[config.mk]
export PLATFORM = sky130hd
export DESIGN_NAME = two_wire_serial_io_interface
export DESIGN_NICKNAME = d
export VERILOG_FILES = /design/src/sio_pkg.sv /design/src/sclk_if.sv /design/src/two_wire_serial_io_interface.sv /design/src/sclk_gen.sv
export SDC_FILE = /design/constraint.sdc
export NUM_CORES = 1
export LEC_CHECK = 0
export BUFFER_PORTS_ARGS = -buffer_cell sky130_fd_sc_hd__buf_2
export CAP_MARGIN = 10
export CORE_MARGIN = 3
export CORE_UTILIZATION = 55
export CTS_CLUSTER_DIAMETER = 100
export DETAILED_ROUTE_END_ITERATION = 10
export MAX_ROUTING_LAYER = met4
export PLACE_DENSITY = 0.68
export SLEW_MARGIN = 20
export SYNTH_ARGS = -nofsm -noshare
export SYNTH_HDL_FRONTEND = slang
export SYNTH_SLANG_ARGS = --single-unit
export TNS_END_PERCENT = 50
[constraint.sdc]
create_clock -name CLOCK -period 12.88 [get_ports CLOCK]
set_clock_uncertainty 0.05 [all_clocks]
set_input_delay 2.576 -clock CLOCK [delete_from_list [all_inputs] [get_ports CLOCK]]
set_output_delay 2.576 -clock CLOCK [all_outputs]
set_load 0.005 [all_outputs]
[src/sio_pkg.sv]
// Function
// - bytes shift out MSB first, same register receives
// - pending raised only on complete byte or address
// - master and transmit bits pick the mode
// - pending flag low means pending, gates request
// - serial enable switches the whole interface
// - three-bit counter holds bits done this byte
// - enable and bit counter are write-only
// - master transmitter losing arbitration sets lost flag
// - own or general call address sets selected flag
// - bus busy bit follows start and stop
// - data pin serial when enabled; both open drain
// - status word shares upper nibble, lower differs
// - seven-bit address; answer own or general call
// - arbitration keeps one transmitter on the bus
// - without address recognition bytes pass directly
// - general call sets general call flag
// - last received bit or acknowledge is kept
package sio_pkg;
  localparam int CLOCK_PERIOD_NS = 8;
  localparam int START_HOLD_NS = 4000;
  localparam int START_HOLD_CYCLES =
    (START_HOLD_NS + CLOCK_PERIOD_NS - 1) / CLOCK_PERIOD_NS;
  localparam int DIV_UNIT_NS = 5000;
  localparam int DIV_UNIT_CYCLES = DIV_UNIT_NS / CLOCK_PERIOD_NS;
  localparam int WAIT_W = 16;
  localparam int GEN_W = 18;

  localparam logic [1:0] SEL_SHIFT = 2'h0;
  localparam logic [1:0] SEL_STATUS = 2'h1;
  localparam logic [1:0] SEL_CLOCK = 2'h2;

  localparam int ST_MST = 7;
  localparam int ST_TRX = 6;
  localparam int ST_BB = 5;
  localparam int ST_PIN = 4;
  localparam int ST_ESO = 3;
  localparam int ST_BC_MSB = 2;
  localparam int CK_RATE_MSB = 4;
  localparam int CK_ASYM = 5;
  localparam int CK_ACK = 6;
  localparam int OA_ADDR_LSB = 1;
  localparam int OA_MATCH_EN = 0;

  localparam logic [7:0] SHIFT_RESET = 8'h00;
  localparam logic [7:0] OWN_ADDR_RESET = 8'h00;
  localparam logic [6:0] CLOCK_CTRL_RESET = 7'h00;
  localparam logic [2:0] BIT_COUNT_RESET = 3'h0;
  localparam logic [2:0] BIT_COUNT_LAST = 3'h7;
  localparam logic [6:0] GENERAL_CALL_ADDR = 7'h00;

  typedef enum logic [2:0] {
    ST_IDLE = 3'b000,
    ST_START = 3'b001,
    ST_XFER = 3'b010,
    ST_HOLD = 3'b011,
    ST_STOP = 3'b100,
    ST_SKIP = 3'b101
  } state_e;
endpackage

[src/sclk_if.sv]
`timescale 1ns/10ps
interface sclk_if;
  logic run;
  logic [4:0] rate;
  logic asym;
  logic line_high;
  logic drive_low;
  modport gen(input run, input rate, input asym, input line_high,
              output drive_low);
  modport ctl(output run, output rate, output asym, output line_high,
              input drive_low);
endinterface

[src/two_wire_serial_io_interface.sv]
`timescale 1ns/10ps
module two_wire_serial_io_interface #(
  parameter int DIV_UNIT = sio_pkg::DIV_UNIT_CYCLES,
  parameter int HOLD_CYCLES = sio_pkg::START_HOLD_CYCLES
) (
  input wire logic CLOCK,
  input wire logic RST,
  input wire logic [1:0] REG_SEL,
  input wire logic WR_STB,
  input wire logic [7:0] WR_DATA,
  output logic [7:0] RD_DATA,
  input wire logic SI_INT_ENABLE,
  output logic SERIAL_INT_REQ,
  input wire logic PORT2_LINE3,
  input wire logic SDA_IN,
  output logic SDA_OUT,
  output logic SDA_OE_N,
  input wire logic SCL_IN,
  output logic SCL_OUT,
  output logic SCL_OE_N
);
  if (HOLD_CYCLES < 4 || HOLD_CYCLES >= (1 << sio_pkg::WAIT_W))
  begin : g_bad_hold
    $error("two_wire_serial_io_interface: HOLD_CYCLES out of range");
  end

  localparam logic [sio_pkg::WAIT_W-1:0] HOLD_LAST =
    sio_pkg::WAIT_W'(HOLD_CYCLES - 1);

  // pin synchronisers and edge history
  logic sda_s1_reg, sda_s2_reg, sda_d_reg;
  logic scl_s1_reg, scl_s2_reg, scl_d_reg;
  logic scl_rise, scl_fall, start_cond, stop_cond;

  // software visible state
  logic [7:0] shift_reg;
  logic [7:0] own_address_reg;
  logic [6:0] clock_ctrl_reg;
  logic serial_enable_reg;
  logic [2:0] bit_counter_reg;
  logic master_select_reg, transmit_select_reg;
  logic bus_occupied_flag_reg, pending_n_reg;
  logic arbitration_lost_flag_reg, slave_selected_flag_reg;
  logic general_call_flag_reg, last_rx_bit_reg;
  logic [7:0] rd_data_reg;

  // transfer engine
  sio_pkg::state_e state_reg;
  logic got_all_reg, ack_phase_reg, first_byte_reg;
  logic sda_low_reg, scl_low_reg, stop_phase_reg;
  logic [sio_pkg::WAIT_W-1:0] wait_reg;

  logic wr_shift, wr_stat, wr_clk;
  logic start_req, start_refused, stop_req, pin_clear;
  logic in_xfer, sending, tx_after, ack_mode, match_en;
  logic addr_match, gc_match, addr_phase, ignored;
  logic bit_rise, arb_lost, enter_ack, last_fall;
  logic byte_end, addr_hit, stop_done, restart, bus_stop;

  sclk_if link ();

  sclk_gen #(.UNIT(DIV_UNIT)) u_gen (
    .clk(CLOCK),
    .rst(RST),
    .link(link)
  );

  assign link.run = master_select_reg && state_reg == sio_pkg::ST_XFER;
  assign link.rate = clock_ctrl_reg[sio_pkg::CK_RATE_MSB:0];
  assign link.asym = clock_ctrl_reg[sio_pkg::CK_ASYM];
  assign link.line_high = scl_s2_reg;

  always_ff @(posedge CLOCK or posedge RST) begin
    if (RST) begin
      sda_s1_reg <= 1'b1;
      sda_s2_reg <= 1'b1;
      sda_d_reg <= 1'b1;
      scl_s1_reg <= 1'b1;
      scl_s2_reg <= 1'b1;
      scl_d_reg <= 1'b1;
    end else begin
      sda_s1_reg <= SDA_IN;
      sda_s2_reg <= sda_s1_reg;
      sda_d_reg <= sda_s2_reg;
      scl_s1_reg <= SCL_IN;
      scl_s2_reg <= scl_s1_reg;
      scl_d_reg <= scl_s2_reg;
    end
  end

  assign scl_rise = scl_s2_reg && !scl_d_reg;
  assign scl_fall = !scl_s2_reg && scl_d_reg;
  assign start_cond = scl_s2_reg && scl_d_reg && sda_d_reg && !sda_s2_reg;
  assign stop_cond = scl_s2_reg && scl_d_reg && !sda_d_reg && sda_s2_reg;

  // register port decode
  assign wr_shift = WR_STB && REG_SEL == sio_pkg::SEL_SHIFT;
  assign wr_stat = WR_STB && REG_SEL == sio_pkg::SEL_STATUS;
  assign wr_clk = WR_STB && REG_SEL == sio_pkg::SEL_CLOCK;
  assign start_req = wr_stat && WR_DATA[sio_pkg::ST_MST]
    && WR_DATA[sio_pkg::ST_BB] && serial_enable_reg
    && !bus_occupied_flag_reg && state_reg == sio_pkg::ST_IDLE;
  // a start asked for while another master holds the bus is refused
  assign start_refused = wr_stat && WR_DATA[sio_pkg::ST_MST]
    && WR_DATA[sio_pkg::ST_BB] && serial_enable_reg
    && bus_occupied_flag_reg && !master_select_reg;
  assign stop_req = wr_stat && WR_DATA[sio_pkg::ST_MST]
    && !WR_DATA[sio_pkg::ST_BB] && master_select_reg
    && state_reg == sio_pkg::ST_HOLD;
  assign pin_clear = wr_stat && WR_DATA[sio_pkg::ST_PIN];

  // transfer events
  assign in_xfer = state_reg == sio_pkg::ST_XFER;
  assign sending = transmit_select_reg;
  assign tx_after = wr_stat ? WR_DATA[sio_pkg::ST_TRX] : transmit_select_reg;
  assign ack_mode = clock_ctrl_reg[sio_pkg::CK_ACK];
  assign match_en = own_address_reg[sio_pkg::OA_MATCH_EN];
  assign gc_match = shift_reg[7:1] == sio_pkg::GENERAL_CALL_ADDR;
  assign addr_match = gc_match
    || shift_reg[7:1] == own_address_reg[7:sio_pkg::OA_ADDR_LSB];
  assign addr_phase = first_byte_reg && match_en && !master_select_reg;
  // with recognition off every byte is data, so nothing is ignored
  assign ignored = addr_phase && !addr_match;
  assign bit_rise = in_xfer && scl_rise && !ack_phase_reg;
  // we released the line for a one but somebody pulls it low
  assign arb_lost = bit_rise && sending && master_select_reg
    && !sda_low_reg && !sda_s2_reg;
  assign enter_ack = in_xfer && scl_fall && got_all_reg && !ack_phase_reg
    && ack_mode;
  assign last_fall = in_xfer && scl_fall && got_all_reg
    && (ack_phase_reg || !ack_mode);
  assign byte_end = last_fall && !ignored;
  assign addr_hit = last_fall && addr_phase && addr_match;
  assign stop_done = state_reg == sio_pkg::ST_STOP && stop_phase_reg
    && scl_s2_reg && wait_reg == HOLD_LAST;
  assign restart = start_cond && state_reg != sio_pkg::ST_START
    && state_reg != sio_pkg::ST_STOP && !start_req;
  assign bus_stop = stop_cond && state_reg != sio_pkg::ST_START
    && state_reg != sio_pkg::ST_STOP;

  // configuration written by software
  always_ff @(posedge CLOCK or posedge RST) begin
    if (RST) begin
      serial_enable_reg <= 1'b0;
      own_address_reg <= sio_pkg::OWN_ADDR_RESET;
      clock_ctrl_reg <= sio_pkg::CLOCK_CTRL_RESET;
    end else begin
      if (wr_stat)
        serial_enable_reg <= WR_DATA[sio_pkg::ST_ESO];
      if (wr_shift && !serial_enable_reg)
        own_address_reg <= WR_DATA;
      if (wr_clk)
        clock_ctrl_reg <= WR_DATA[6:0];
    end
  end

  // operating mode: hardware outcomes override software writes
  always_ff @(posedge CLOCK or posedge RST) begin
    if (RST) begin
      master_select_reg <= 1'b0;
      transmit_select_reg <= 1'b0;
    end else if (arb_lost) begin
      master_select_reg <= 1'b0;
      transmit_select_reg <= 1'b0;
    end else if (stop_done) begin
      master_select_reg <= 1'b0;
      transmit_select_reg <= 1'b0;
    end else if (addr_hit) begin
      transmit_select_reg <= shift_reg[0];
    end else if (bus_stop && !master_select_reg) begin
      transmit_select_reg <= 1'b0;
    end else if (wr_stat) begin
      master_select_reg <= WR_DATA[sio_pkg::ST_MST] && !start_refused;
      transmit_select_reg <= WR_DATA[sio_pkg::ST_TRX] && !start_refused;
    end
  end

  always_ff @(posedge CLOCK or posedge RST) begin
    if (RST)
      bus_occupied_flag_reg <= 1'b0;
    else if (!serial_enable_reg)
      bus_occupied_flag_reg <= 1'b0;
    else if (start_cond)
      bus_occupied_flag_reg <= 1'b1;
    else if (stop_cond)
      bus_occupied_flag_reg <= 1'b0;
  end

  // pending is active low; a completed byte wins over a clear
  always_ff @(posedge CLOCK or posedge RST) begin
    if (RST)
      pending_n_reg <= 1'b1;
    else if (byte_end)
      pending_n_reg <= 1'b0;
    else if (pin_clear)
      pending_n_reg <= 1'b1;
  end

  // hardware status flags; setting wins over clearing
  always_ff @(posedge CLOCK or posedge RST) begin
    if (RST) begin
      arbitration_lost_flag_reg <= 1'b0;
      slave_selected_flag_reg <= 1'b0;
      general_call_flag_reg <= 1'b0;
    end else begin
      if (arb_lost || start_refused)
        arbitration_lost_flag_reg <= 1'b1;
      else if (start_req)
        arbitration_lost_flag_reg <= 1'b0;
      if (addr_hit)
        slave_selected_flag_reg <= 1'b1;
      else if (start_cond || stop_cond)
        slave_selected_flag_reg <= 1'b0;
      if (addr_hit && gc_match)
        general_call_flag_reg <= 1'b1;
      else if (start_cond || stop_cond)
        general_call_flag_reg <= 1'b0;
    end
  end

  // byte engine: bits shift on rising clock, data changes on falling
  always_ff @(posedge CLOCK or posedge RST) begin
    if (RST) begin
      state_reg <= sio_pkg::ST_IDLE;
      shift_reg <= sio_pkg::SHIFT_RESET;
      bit_counter_reg <= sio_pkg::BIT_COUNT_RESET;
      last_rx_bit_reg <= 1'b0;
      got_all_reg <= 1'b0;
      ack_phase_reg <= 1'b0;
      first_byte_reg <= 1'b0;
      sda_low_reg <= 1'b0;
      scl_low_reg <= 1'b0;
      stop_phase_reg <= 1'b0;
      wait_reg <= '0;
    end else begin
      if (wr_shift && serial_enable_reg)
        shift_reg <= WR_DATA;
      if (wr_stat)
        bit_counter_reg <= WR_DATA[sio_pkg::ST_BC_MSB:0];
      if (!serial_enable_reg) begin
        state_reg <= sio_pkg::ST_IDLE;
        sda_low_reg <= 1'b0;
        scl_low_reg <= 1'b0;
        got_all_reg <= 1'b0;
        ack_phase_reg <= 1'b0;
        first_byte_reg <= 1'b0;
      end else if (restart) begin
        state_reg <= sio_pkg::ST_XFER;
        first_byte_reg <= 1'b1;
        bit_counter_reg <= sio_pkg::BIT_COUNT_RESET;
        got_all_reg <= 1'b0;
        ack_phase_reg <= 1'b0;
        sda_low_reg <= 1'b0;
        scl_low_reg <= 1'b0;
      end else if (bus_stop) begin
        state_reg <= sio_pkg::ST_IDLE;
        sda_low_reg <= 1'b0;
        scl_low_reg <= 1'b0;
        got_all_reg <= 1'b0;
        ack_phase_reg <= 1'b0;
        first_byte_reg <= 1'b0;
      end else begin
        case (state_reg)
          sio_pkg::ST_IDLE: begin
            if (start_req) begin
              state_reg <= sio_pkg::ST_START;
              sda_low_reg <= 1'b1;
              wait_reg <= '0;
            end
          end
          sio_pkg::ST_START: begin
            if (wait_reg == HOLD_LAST) begin
              state_reg <= sio_pkg::ST_XFER;
              first_byte_reg <= 1'b1;
              bit_counter_reg <= sio_pkg::BIT_COUNT_RESET;
              got_all_reg <= 1'b0;
              ack_phase_reg <= 1'b0;
            end else begin
              wait_reg <= wait_reg + 1'b1;
            end
          end
          sio_pkg::ST_XFER: begin
            if (bit_rise) begin
              shift_reg <= {shift_reg[6:0], sda_s2_reg};
              last_rx_bit_reg <= sda_s2_reg;
              bit_counter_reg <= bit_counter_reg + 1'b1;
              if (bit_counter_reg == sio_pkg::BIT_COUNT_LAST)
                got_all_reg <= 1'b1;
              if (arb_lost)
                sda_low_reg <= 1'b0;
            end
            if (scl_rise && ack_phase_reg)
              last_rx_bit_reg <= sda_s2_reg;
            if (enter_ack) begin
              if (ignored) begin
                state_reg <= sio_pkg::ST_SKIP;
                sda_low_reg <= 1'b0;
              end else begin
                ack_phase_reg <= 1'b1;
                sda_low_reg <= !sending;
              end
            end else if (last_fall) begin
              state_reg <= ignored ? sio_pkg::ST_SKIP : sio_pkg::ST_HOLD;
              scl_low_reg <= !ignored;
              sda_low_reg <= 1'b0;
              got_all_reg <= 1'b0;
              ack_phase_reg <= 1'b0;
              first_byte_reg <= 1'b0;
            end else if (scl_fall && !got_all_reg) begin
              sda_low_reg <= sending && !shift_reg[7];
            end
          end
          sio_pkg::ST_HOLD: begin
            if (stop_req) begin
              state_reg <= sio_pkg::ST_STOP;
              stop_phase_reg <= 1'b0;
              wait_reg <= '0;
              sda_low_reg <= 1'b1;
            end else if (pin_clear) begin
              state_reg <= sio_pkg::ST_XFER;
              scl_low_reg <= 1'b0;
              sda_low_reg <= tx_after && !shift_reg[7];
            end
          end
          sio_pkg::ST_STOP: begin
            if (!stop_phase_reg) begin
              if (wait_reg == HOLD_LAST) begin
                stop_phase_reg <= 1'b1;
                scl_low_reg <= 1'b0;
                wait_reg <= '0;
              end else begin
                wait_reg <= wait_reg + 1'b1;
              end
            end else if (scl_s2_reg) begin
              if (wait_reg == HOLD_LAST) begin
                state_reg <= sio_pkg::ST_IDLE;
                sda_low_reg <= 1'b0;
              end else begin
                wait_reg <= wait_reg + 1'b1;
              end
            end
          end
          sio_pkg::ST_SKIP: begin
            sda_low_reg <= 1'b0;
          end
          default: begin
            state_reg <= sio_pkg::ST_IDLE;
            sda_low_reg <= 1'b0;
            scl_low_reg <= 1'b0;
          end
        endcase
      end
    end
  end

  // read port: enable and bit counter are never returned
  always_ff @(posedge CLOCK or posedge RST) begin
    if (RST) begin
      rd_data_reg <= 8'h00;
    end else begin
      case (REG_SEL)
        sio_pkg::SEL_SHIFT: rd_data_reg <= shift_reg;
        sio_pkg::SEL_STATUS: rd_data_reg <= {master_select_reg,
          transmit_select_reg, bus_occupied_flag_reg, pending_n_reg,
          arbitration_lost_flag_reg, slave_selected_flag_reg,
          general_call_flag_reg, last_rx_bit_reg};
        default: rd_data_reg <= 8'h00;
      endcase
    end
  end

  assign RD_DATA = rd_data_reg;
  assign SERIAL_INT_REQ = SI_INT_ENABLE && !pending_n_reg;

  // both lines open drain; data pin is a port line while disabled
  assign SDA_OUT = 1'b0;
  assign SDA_OE_N = serial_enable_reg ? !sda_low_reg : PORT2_LINE3;
  assign SCL_OUT = 1'b0;
  assign SCL_OE_N = !(serial_enable_reg
    && (link.drive_low || scl_low_reg));
endmodule

[src/sclk_gen.sv]
`timescale 1ns/10ps
module sclk_gen #(
  parameter int UNIT = sio_pkg::DIV_UNIT_CYCLES
) (
  input wire logic clk,
  input wire logic rst,
  sclk_if.gen link
);
  if (UNIT < 1 || UNIT * 96 >= (1 << sio_pkg::GEN_W)) begin : g_bad_unit
    $error("sclk_gen: UNIT out of range");
  end

  logic [sio_pkg::GEN_W-1:0] cnt_reg;
  logic high_phase_reg;
  logic [sio_pkg::GEN_W-1:0] len;

  // one phase length; asymmetric clock is high three quarters of the period
  function automatic logic [sio_pkg::GEN_W-1:0] phase_len(
    input logic [4:0] rate, input logic asym, input logic high);
    logic [sio_pkg::GEN_W-1:0] q;
    q = sio_pkg::GEN_W'(({13'h0000, rate} + 18'h00001)
        * sio_pkg::GEN_W'(UNIT));
    if (!asym)
      phase_len = sio_pkg::GEN_W'(q << 1);
    else if (high)
      phase_len = sio_pkg::GEN_W'(q * 3);
    else
      phase_len = q;
  endfunction

  assign len = phase_len(link.rate, link.asym, high_phase_reg);

  always_ff @(posedge clk or posedge rst) begin
    if (rst) begin
      cnt_reg <= '0;
      high_phase_reg <= 1'b0;
    end else if (!link.run) begin
      cnt_reg <= '0;
      high_phase_reg <= 1'b0;
    end else if (high_phase_reg && !link.line_high) begin
      // line held low elsewhere: stretch or a faster master
      cnt_reg <= cnt_reg;
    end else if (cnt_reg >= len - 1'b1) begin
      cnt_reg <= '0;
      high_phase_reg <= ~high_phase_reg;
    end else begin
      cnt_reg <= cnt_reg + 1'b1;
    end
  end

  // low phase starts at once when run rises so the line never glitches
  assign link.drive_low = link.run && !high_phase_reg;
endmodule

==> results.txt, run 1 <==
CTS tree = yes
Hold Path Class = reg2reg
Post-synth EDFFs = 0
Max reg flops = 18
Worst-case reg-to-reg path depth = 29
WP buf/inv = 4
Fillers = 1158
Setup WS pre-CTS = 4640 ps
Setup TNS = 0 ps
Post-DP HPWL = 13.4 mm
Top area cells in the synthesized netlist = dfrtp_1 29%, ha_1 10%, a21oi_1 4.7%
Skew-Pair Late Insertion Delay = 340 ps
Post-synth top area cell = dfrtp_1
Largest net degree at the start of global routing = 75
CTS H-Tree Depth = 3
Fraction of layout cells with a size suffix above 1 = 10.8%
Crit-path max cell delay = 610 ps
Reg2Reg Launch Point = clock_ctrl_reg[0]$_DFFE_PP0P_
Worst R2R Setup Slack = 4850 ps
Top_reg_cell synth = dfrtp_1
Die Y = 123 um
Most frequent CP cell = ha_1
# diodes = 0
FF+latch area = 2340 sq um
Syn Area/Cell = 8.72 sq um
WL final = 18.1 mm
Synth warn = 0
Setup bufs post-CTS = 0
Final Slew Violations = 0
DR WL/cell = 17.2 um
Initial DRC count = 551
Fmax achieved = 124 MHz
CTS Sinks = 93
Critical path endpoint category = flop
Multi-input gate area = 4890 sq um
Slowest-stage cell, CP = nor2_2
Vias in the first global route = 6390
Flops & latches, synth = 93
Xor and xnor area share after synthesis = 7.29%
Asr flop ratio synth = 100%
TritonRoute pass-1 iters = 5
First-pass GRT wire length = 30.6 mm
Layout area overhead = 7.77%
Clock slew at reported path FFs = 70 ps
Post-Syn Instances = 860
Compound-Gate Fraction of Synth Area = 19.8%
Adder-cell share of the synthesized area = 11.6%
Starting Density = 56.4%
Post-synthesis mux area share = 6.19%
DIE AREA = 15100 sq um
Max-cap viol count = 0
Total gr overflow = 0
Arrival time worst endpoint = 8210 ps
Clock Path Buffers = 2
Reg-to-reg endpoint = u_gen.high_phase_reg$_DFFE_PP0P_
Largest family of logic cells by synthesized area = simple AND/OR/NAND/NOR gates
Status = finished, final reports clean
# DRC = 0
Least-Margin Pin Slew = 947 ps
Hold path endpoint = link.line_high$_DFF_PP1_
Post-cts repair resize count = 0
Setup Viol. Count Final = 0
Hold bufs inserted after CTS = 0
Kind of critical path = reg2reg
Startpoint Class = flop
Core footprint = 13300 sq um
CP Max Fanout = 19
Data required, critical path = 13060 ps
Final nets = 956
GP Congestion = 0.935
DIE WIDTH = 123 um
Port Buffer Count = 27
# rows = 42
Tcrit/Tclk final = 62.4%
Hold Crit Depth = 0
Vias per cell = 6.18
RSZ-0062 raised after global routing = false
Rel. slew slack = 36.3%
Via count = 6516
Cell area after synthesis = 7500 sq um
Ports = 30
Num CTS Buffers = 9
Initial antenna violation count = 0
Sequential area share after synthesis = 31.1%
Post-synthesis simple-gate area fraction = 20.2%
Fin crit period = 8030 ps
Cell variety after synth = 84
CTS root buf = clkbuf_16
Antenna-violating nets left = 0
Yosys top cell area share = 28.7%
Crit path max-delay family = adder cells
Final hold vios = 0
Final WS setup = 4850 ps
Hold path startpoint = scl_s1_reg$_DFF_PP1_
All-Layer GR Usage = 25.7%
[synth_stat cells, types with 3 or more instances]
cell type and number:
clkbuf_1 22, nor3b_1 3, nor4_1 4, a31oi_1 5, a21oi_1 70, mux2i_1 25, o211ai_1 8, o41ai_1 4
a22oi_1 5, and3_1 15, a211oi_1 3, nand3b_1 5, nand4_1 15, a21o_1 17, nand3_1 25, or3_1 4
and2_1 3, fa_1 6, a21boi_0 3, inv_1 37, ha_1 60, xnor2_1 29, mux2_2 19, nor2_1 79
nand2b_1 13, xor2_1 24, nor3_1 20, o31ai_1 11, dfstp_2 7, o22ai_1 6, dfrtp_1 86, nor2b_1 14
nand2_1 76, o21ai_0 63, o221ai_1 6, or2_2 6
[stage by stage]
stage	hold WS (ps)	cell area (sq um)	std cells	utilization, %
floorplan	295	7500	861	-
global placement	300	7760	1038	58.4
detailed placement	298	7760	1038	58.4
CTS	308	8080	1054	60.8
global route	309	8080	1054	60.8
finish	306	8080	1054	60.8
[cell type report]
| class | count | share of cell area [%] |
|---|---|---|
| clock buffer | 10 | 2.83 |
| clock inverter | 6 | 1.16 |
| inverter | 39 | 1.90 |
| multi-input combinational | 700 | 60.5 |
| sequential | 93 | 28.9 |
| tap | 176 | 2.72 |
| timing repair buffer | 30 | 1.95 |
[cells by family after synthesis]
| family | after synthesis |
|---|---|
| flops | 93 |
| buf+inv | 68 |
| simple gates | 300 |
| mux | 44 |
| other cells | 1 |
| compound gates | 231 |
| xor+xnor | 57 |
| fa+ha+maj | 66 |
[routing by layer]
| layer | GRT usage (%) | routed length [um] |
|---|---|---|
| met5 | - | 0 |
| met4 | 9.31 | 464 |
| met3 | 2.95 | 755 |
| met2 | 43.7 | 9130 |
| met1 | 31.5 | 7760 |
[how the worst max path moves through the flow]
stage / startpoint / endpoint / depth (start not counted)
after floorplan: clock_ctrl_reg[0]$_DFFE_PP0P_ / u_gen.cnt_reg[10]$_DFFE_PP0P_ / 31
after global placement: clock_ctrl_reg[0]$_DFFE_PP0P_ / u_gen.high_phase_reg$_DFFE_PP0P_ / 30
after detailed placement: clock_ctrl_reg[0]$_DFFE_PP0P_ / u_gen.high_phase_reg$_DFFE_PP0P_ / 27
after CTS: clock_ctrl_reg[0]$_DFFE_PP0P_ / u_gen.high_phase_reg$_DFFE_PP0P_ / 29
after global routing: clock_ctrl_reg[0]$_DFFE_PP0P_ / u_gen.high_phase_reg$_DFFE_PP0P_ / 29
final: clock_ctrl_reg[0]$_DFFE_PP0P_ / u_gen.high_phase_reg$_DFFE_PP0P_ / 29
[worst register-to-register path: cells and delay by family, from the launching register on]
kind	cells	cell delay, ps
muxes	1	410
AOI/OAI and AO/OA	7	1360
adders and majority gates	7	2520
DFF	1	600
buffers and inverters	4	450
xor gates and xnor gates	3	680
and+or+nand+nor	7	1880
[placed cells by master, fill, tap and decap left out, types with 7 or more instances in the layout]
master     count
dfrtp_1       86
nor2_1        78
nand2_1       76
a21oi_1       70
o21ai_0       63
ha_1          60
inv_1         36
xnor2_1       29
buf_2         27
nand3_1       25
mux2i_1       25
xor2_1        24
nor3_1        20
mux2_2        19
a21o_1        17
nand4_1       15
and3_1        15
nor2b_1       14
nand2b_1      13
o31ai_1       11
clkbuf_16      9
o211ai_1       8
dfstp_2        7
Power of run 1 is left out: the tool's default activity adds up to more than one toggle a clock period on the data nets, which glitch-free logic cannot reach.
==> run 2: changes to the inputs <==
==> constraint.sdc (replaced) <==
create_clock -name CLOCK -period 7.5 [get_ports CLOCK]
set_clock_uncertainty 0.05 [all_clocks]
set_input_delay 1.5 -clock CLOCK [delete_from_list [all_inputs] [get_ports CLOCK]]
set_output_delay 1.5 -clock CLOCK [all_outputs]
set_load 0.005 [all_outputs]
==> results.txt, run 2 (synthesized netlist as in run 1, its figures left out) <==
Vias in the first global route = 6366
Commonest non-fill, non-tap cell in the layout = dfrtp_1
WL final = 18.3 mm
Port Buffer Count = 27
Initial DRC count = 469
DIE AREA = 15100 sq um
Worst R2R Setup Slack = 400 ps
GP Congestion = 0.951
Arrival time worst endpoint = 7300 ps
Setup TNS = 0 ps
Starting Density = 56.4%
Die Y = 123 um
DIE WIDTH = 123 um
Core footprint = 13300 sq um
CTS H-Tree Depth = 3
Rel. slew slack = 28.4%
CP Max Fanout = 13
Hold Path Class = reg2reg
Max-cap viol count = 0
Clock Path Buffers = 2
All-Layer GR Usage = 25.7%
TritonRoute pass-1 iters = 6
Clock slew at reported path FFs = 70 ps
# DRC = 0
Setup Viol. Count Final = 0
Post-DP HPWL = 13.4 mm
Tcrit/Tclk final = 94.6%
CTS root buf = clkbuf_16
Layout area overhead = 11.3%
# diodes = 0
Final hold vios = 0
DR WL/cell = 17.1 um
Via count = 6596
Data required, critical path = 7700 ps
Slowest-stage cell, CP = fa_1
Max reg flops = 18
Initial antenna violation count = 0
Num CTS Buffers = 9
Startpoint Class = flop
Most frequent CP cell = ha_1
Total gr overflow = 0
Ports = 30
First-pass GRT wire length = 30.4 mm
Final nets = 973
# rows = 42
Final Slew Violations = 0
CTS Sinks = 93
Least-Margin Pin Slew = 1060 ps
Critical path endpoint category = flop
Crit-path max cell delay = 500 ps
Vias per cell = 6.16
Most frequent cells in the layout = 83 x dfrtp_1, 78 x nor2_1, 75 x nand2_1
Fmax achieved = 141 MHz
Kind of critical path = reg2reg
Skew-Pair Late Insertion Delay = 350 ps
Antenna-violating nets left = 0
Status = finished, final reports clean
Fin crit period = 7100 ps
CTS tree = yes
Largest net degree at the start of global routing = 75
Fraction of layout cells with a size suffix above 1 = 15.1%
==> run 2: per-layer routing <==
| layer | track usage, % | wire [um] | vias to the layer above |
|---|---|---|---|
| met3 | 3.59 | 677 | 28 |
| met4 | 8.54 | 455 | 0 |
| li1 | - | - | 3182 |
| met1 | 32.6 | 7990 | 3218 |
| met2 | 42.6 | 9230 | 168 |
| met5 | - | 0 | - |
==> run 2: timing repair <==
action	CTS	global route
hold buffers	0	0
endpoints found under the setup margin	0	19
buffers inserted	0	10
resized for setup	0	28
hold endpoints to repair	0	0
==> run 2: path summary, 6_finish.rpt <==
path	from	endpoint	cells after the start
max	clock_ctrl_reg[0]$_DFFE_PP0P_	u_gen.cnt_reg[9]$_DFFE_PP0P_	29
min	sda_s1_reg$_DFF_PP1_	sda_s2_reg$_DFF_PP1_	0
max reg2reg	clock_ctrl_reg[0]$_DFFE_PP0P_	u_gen.cnt_reg[9]$_DFFE_PP0P_	29
min reg2reg	sda_s1_reg$_DFF_PP1_	sda_s2_reg$_DFF_PP1_	0
max in group asynchronous	RST	clock_ctrl_reg[1]$_DFFE_PP0P_	3
min in group asynchronous	RST	u_gen.cnt_reg[7]$_DFFE_PP0P_	2
==> run 2: area by class of cell <==
type / count / area, sq um
Timing Repair Buffer: 47 / 285
Clock buffer: 11 / 243
Multi-Input combinational cell: 700 / 5020
Inverter: 39 / 154
Clock inverter: 5 / 83.8
Fill cell: 1087 / 4950
Tap cell: 176 / 220
Sequential cell: 93 / 2340
==> run 2: per-stage QoR <==
| step | util [%] | instance area, sq um | hold slack [ps] | std cells | setup WS, ps |
|---|---|---|---|---|---|
| final | 62.8 | 8350 | 309 | 1071 | 403 |
| after floorplan | - | 7500 | 295 | 861 | 583 |
| after detailed placement | 58.8 | 7810 | 297 | 1045 | 25.4 |
| after CTS | 61.2 | 8140 | 310 | 1061 | 29.1 |
| after global placement | 58.8 | 7810 | 300 | 1045 | 269 |
| after global routing | 62.8 | 8350 | 311 | 1071 | -94.8 |
==> run 2: critical path, delay by kind of cell (launching register included) <==
| family | cells | cell delay (ps) |
|---|---|---|
| adder cells (fa/ha/maj) | 7 | 2340 |
| AO/OA/AOI/OAI | 10 | 1990 |
| AND/OR/NAND/NOR | 7 | 1320 |
| XOR/XNOR | 3 | 600 |
| flip-flops | 1 | 430 |
| buffers and inverters | 2 | 280 |
Power of run 2 is left out for the same reason.
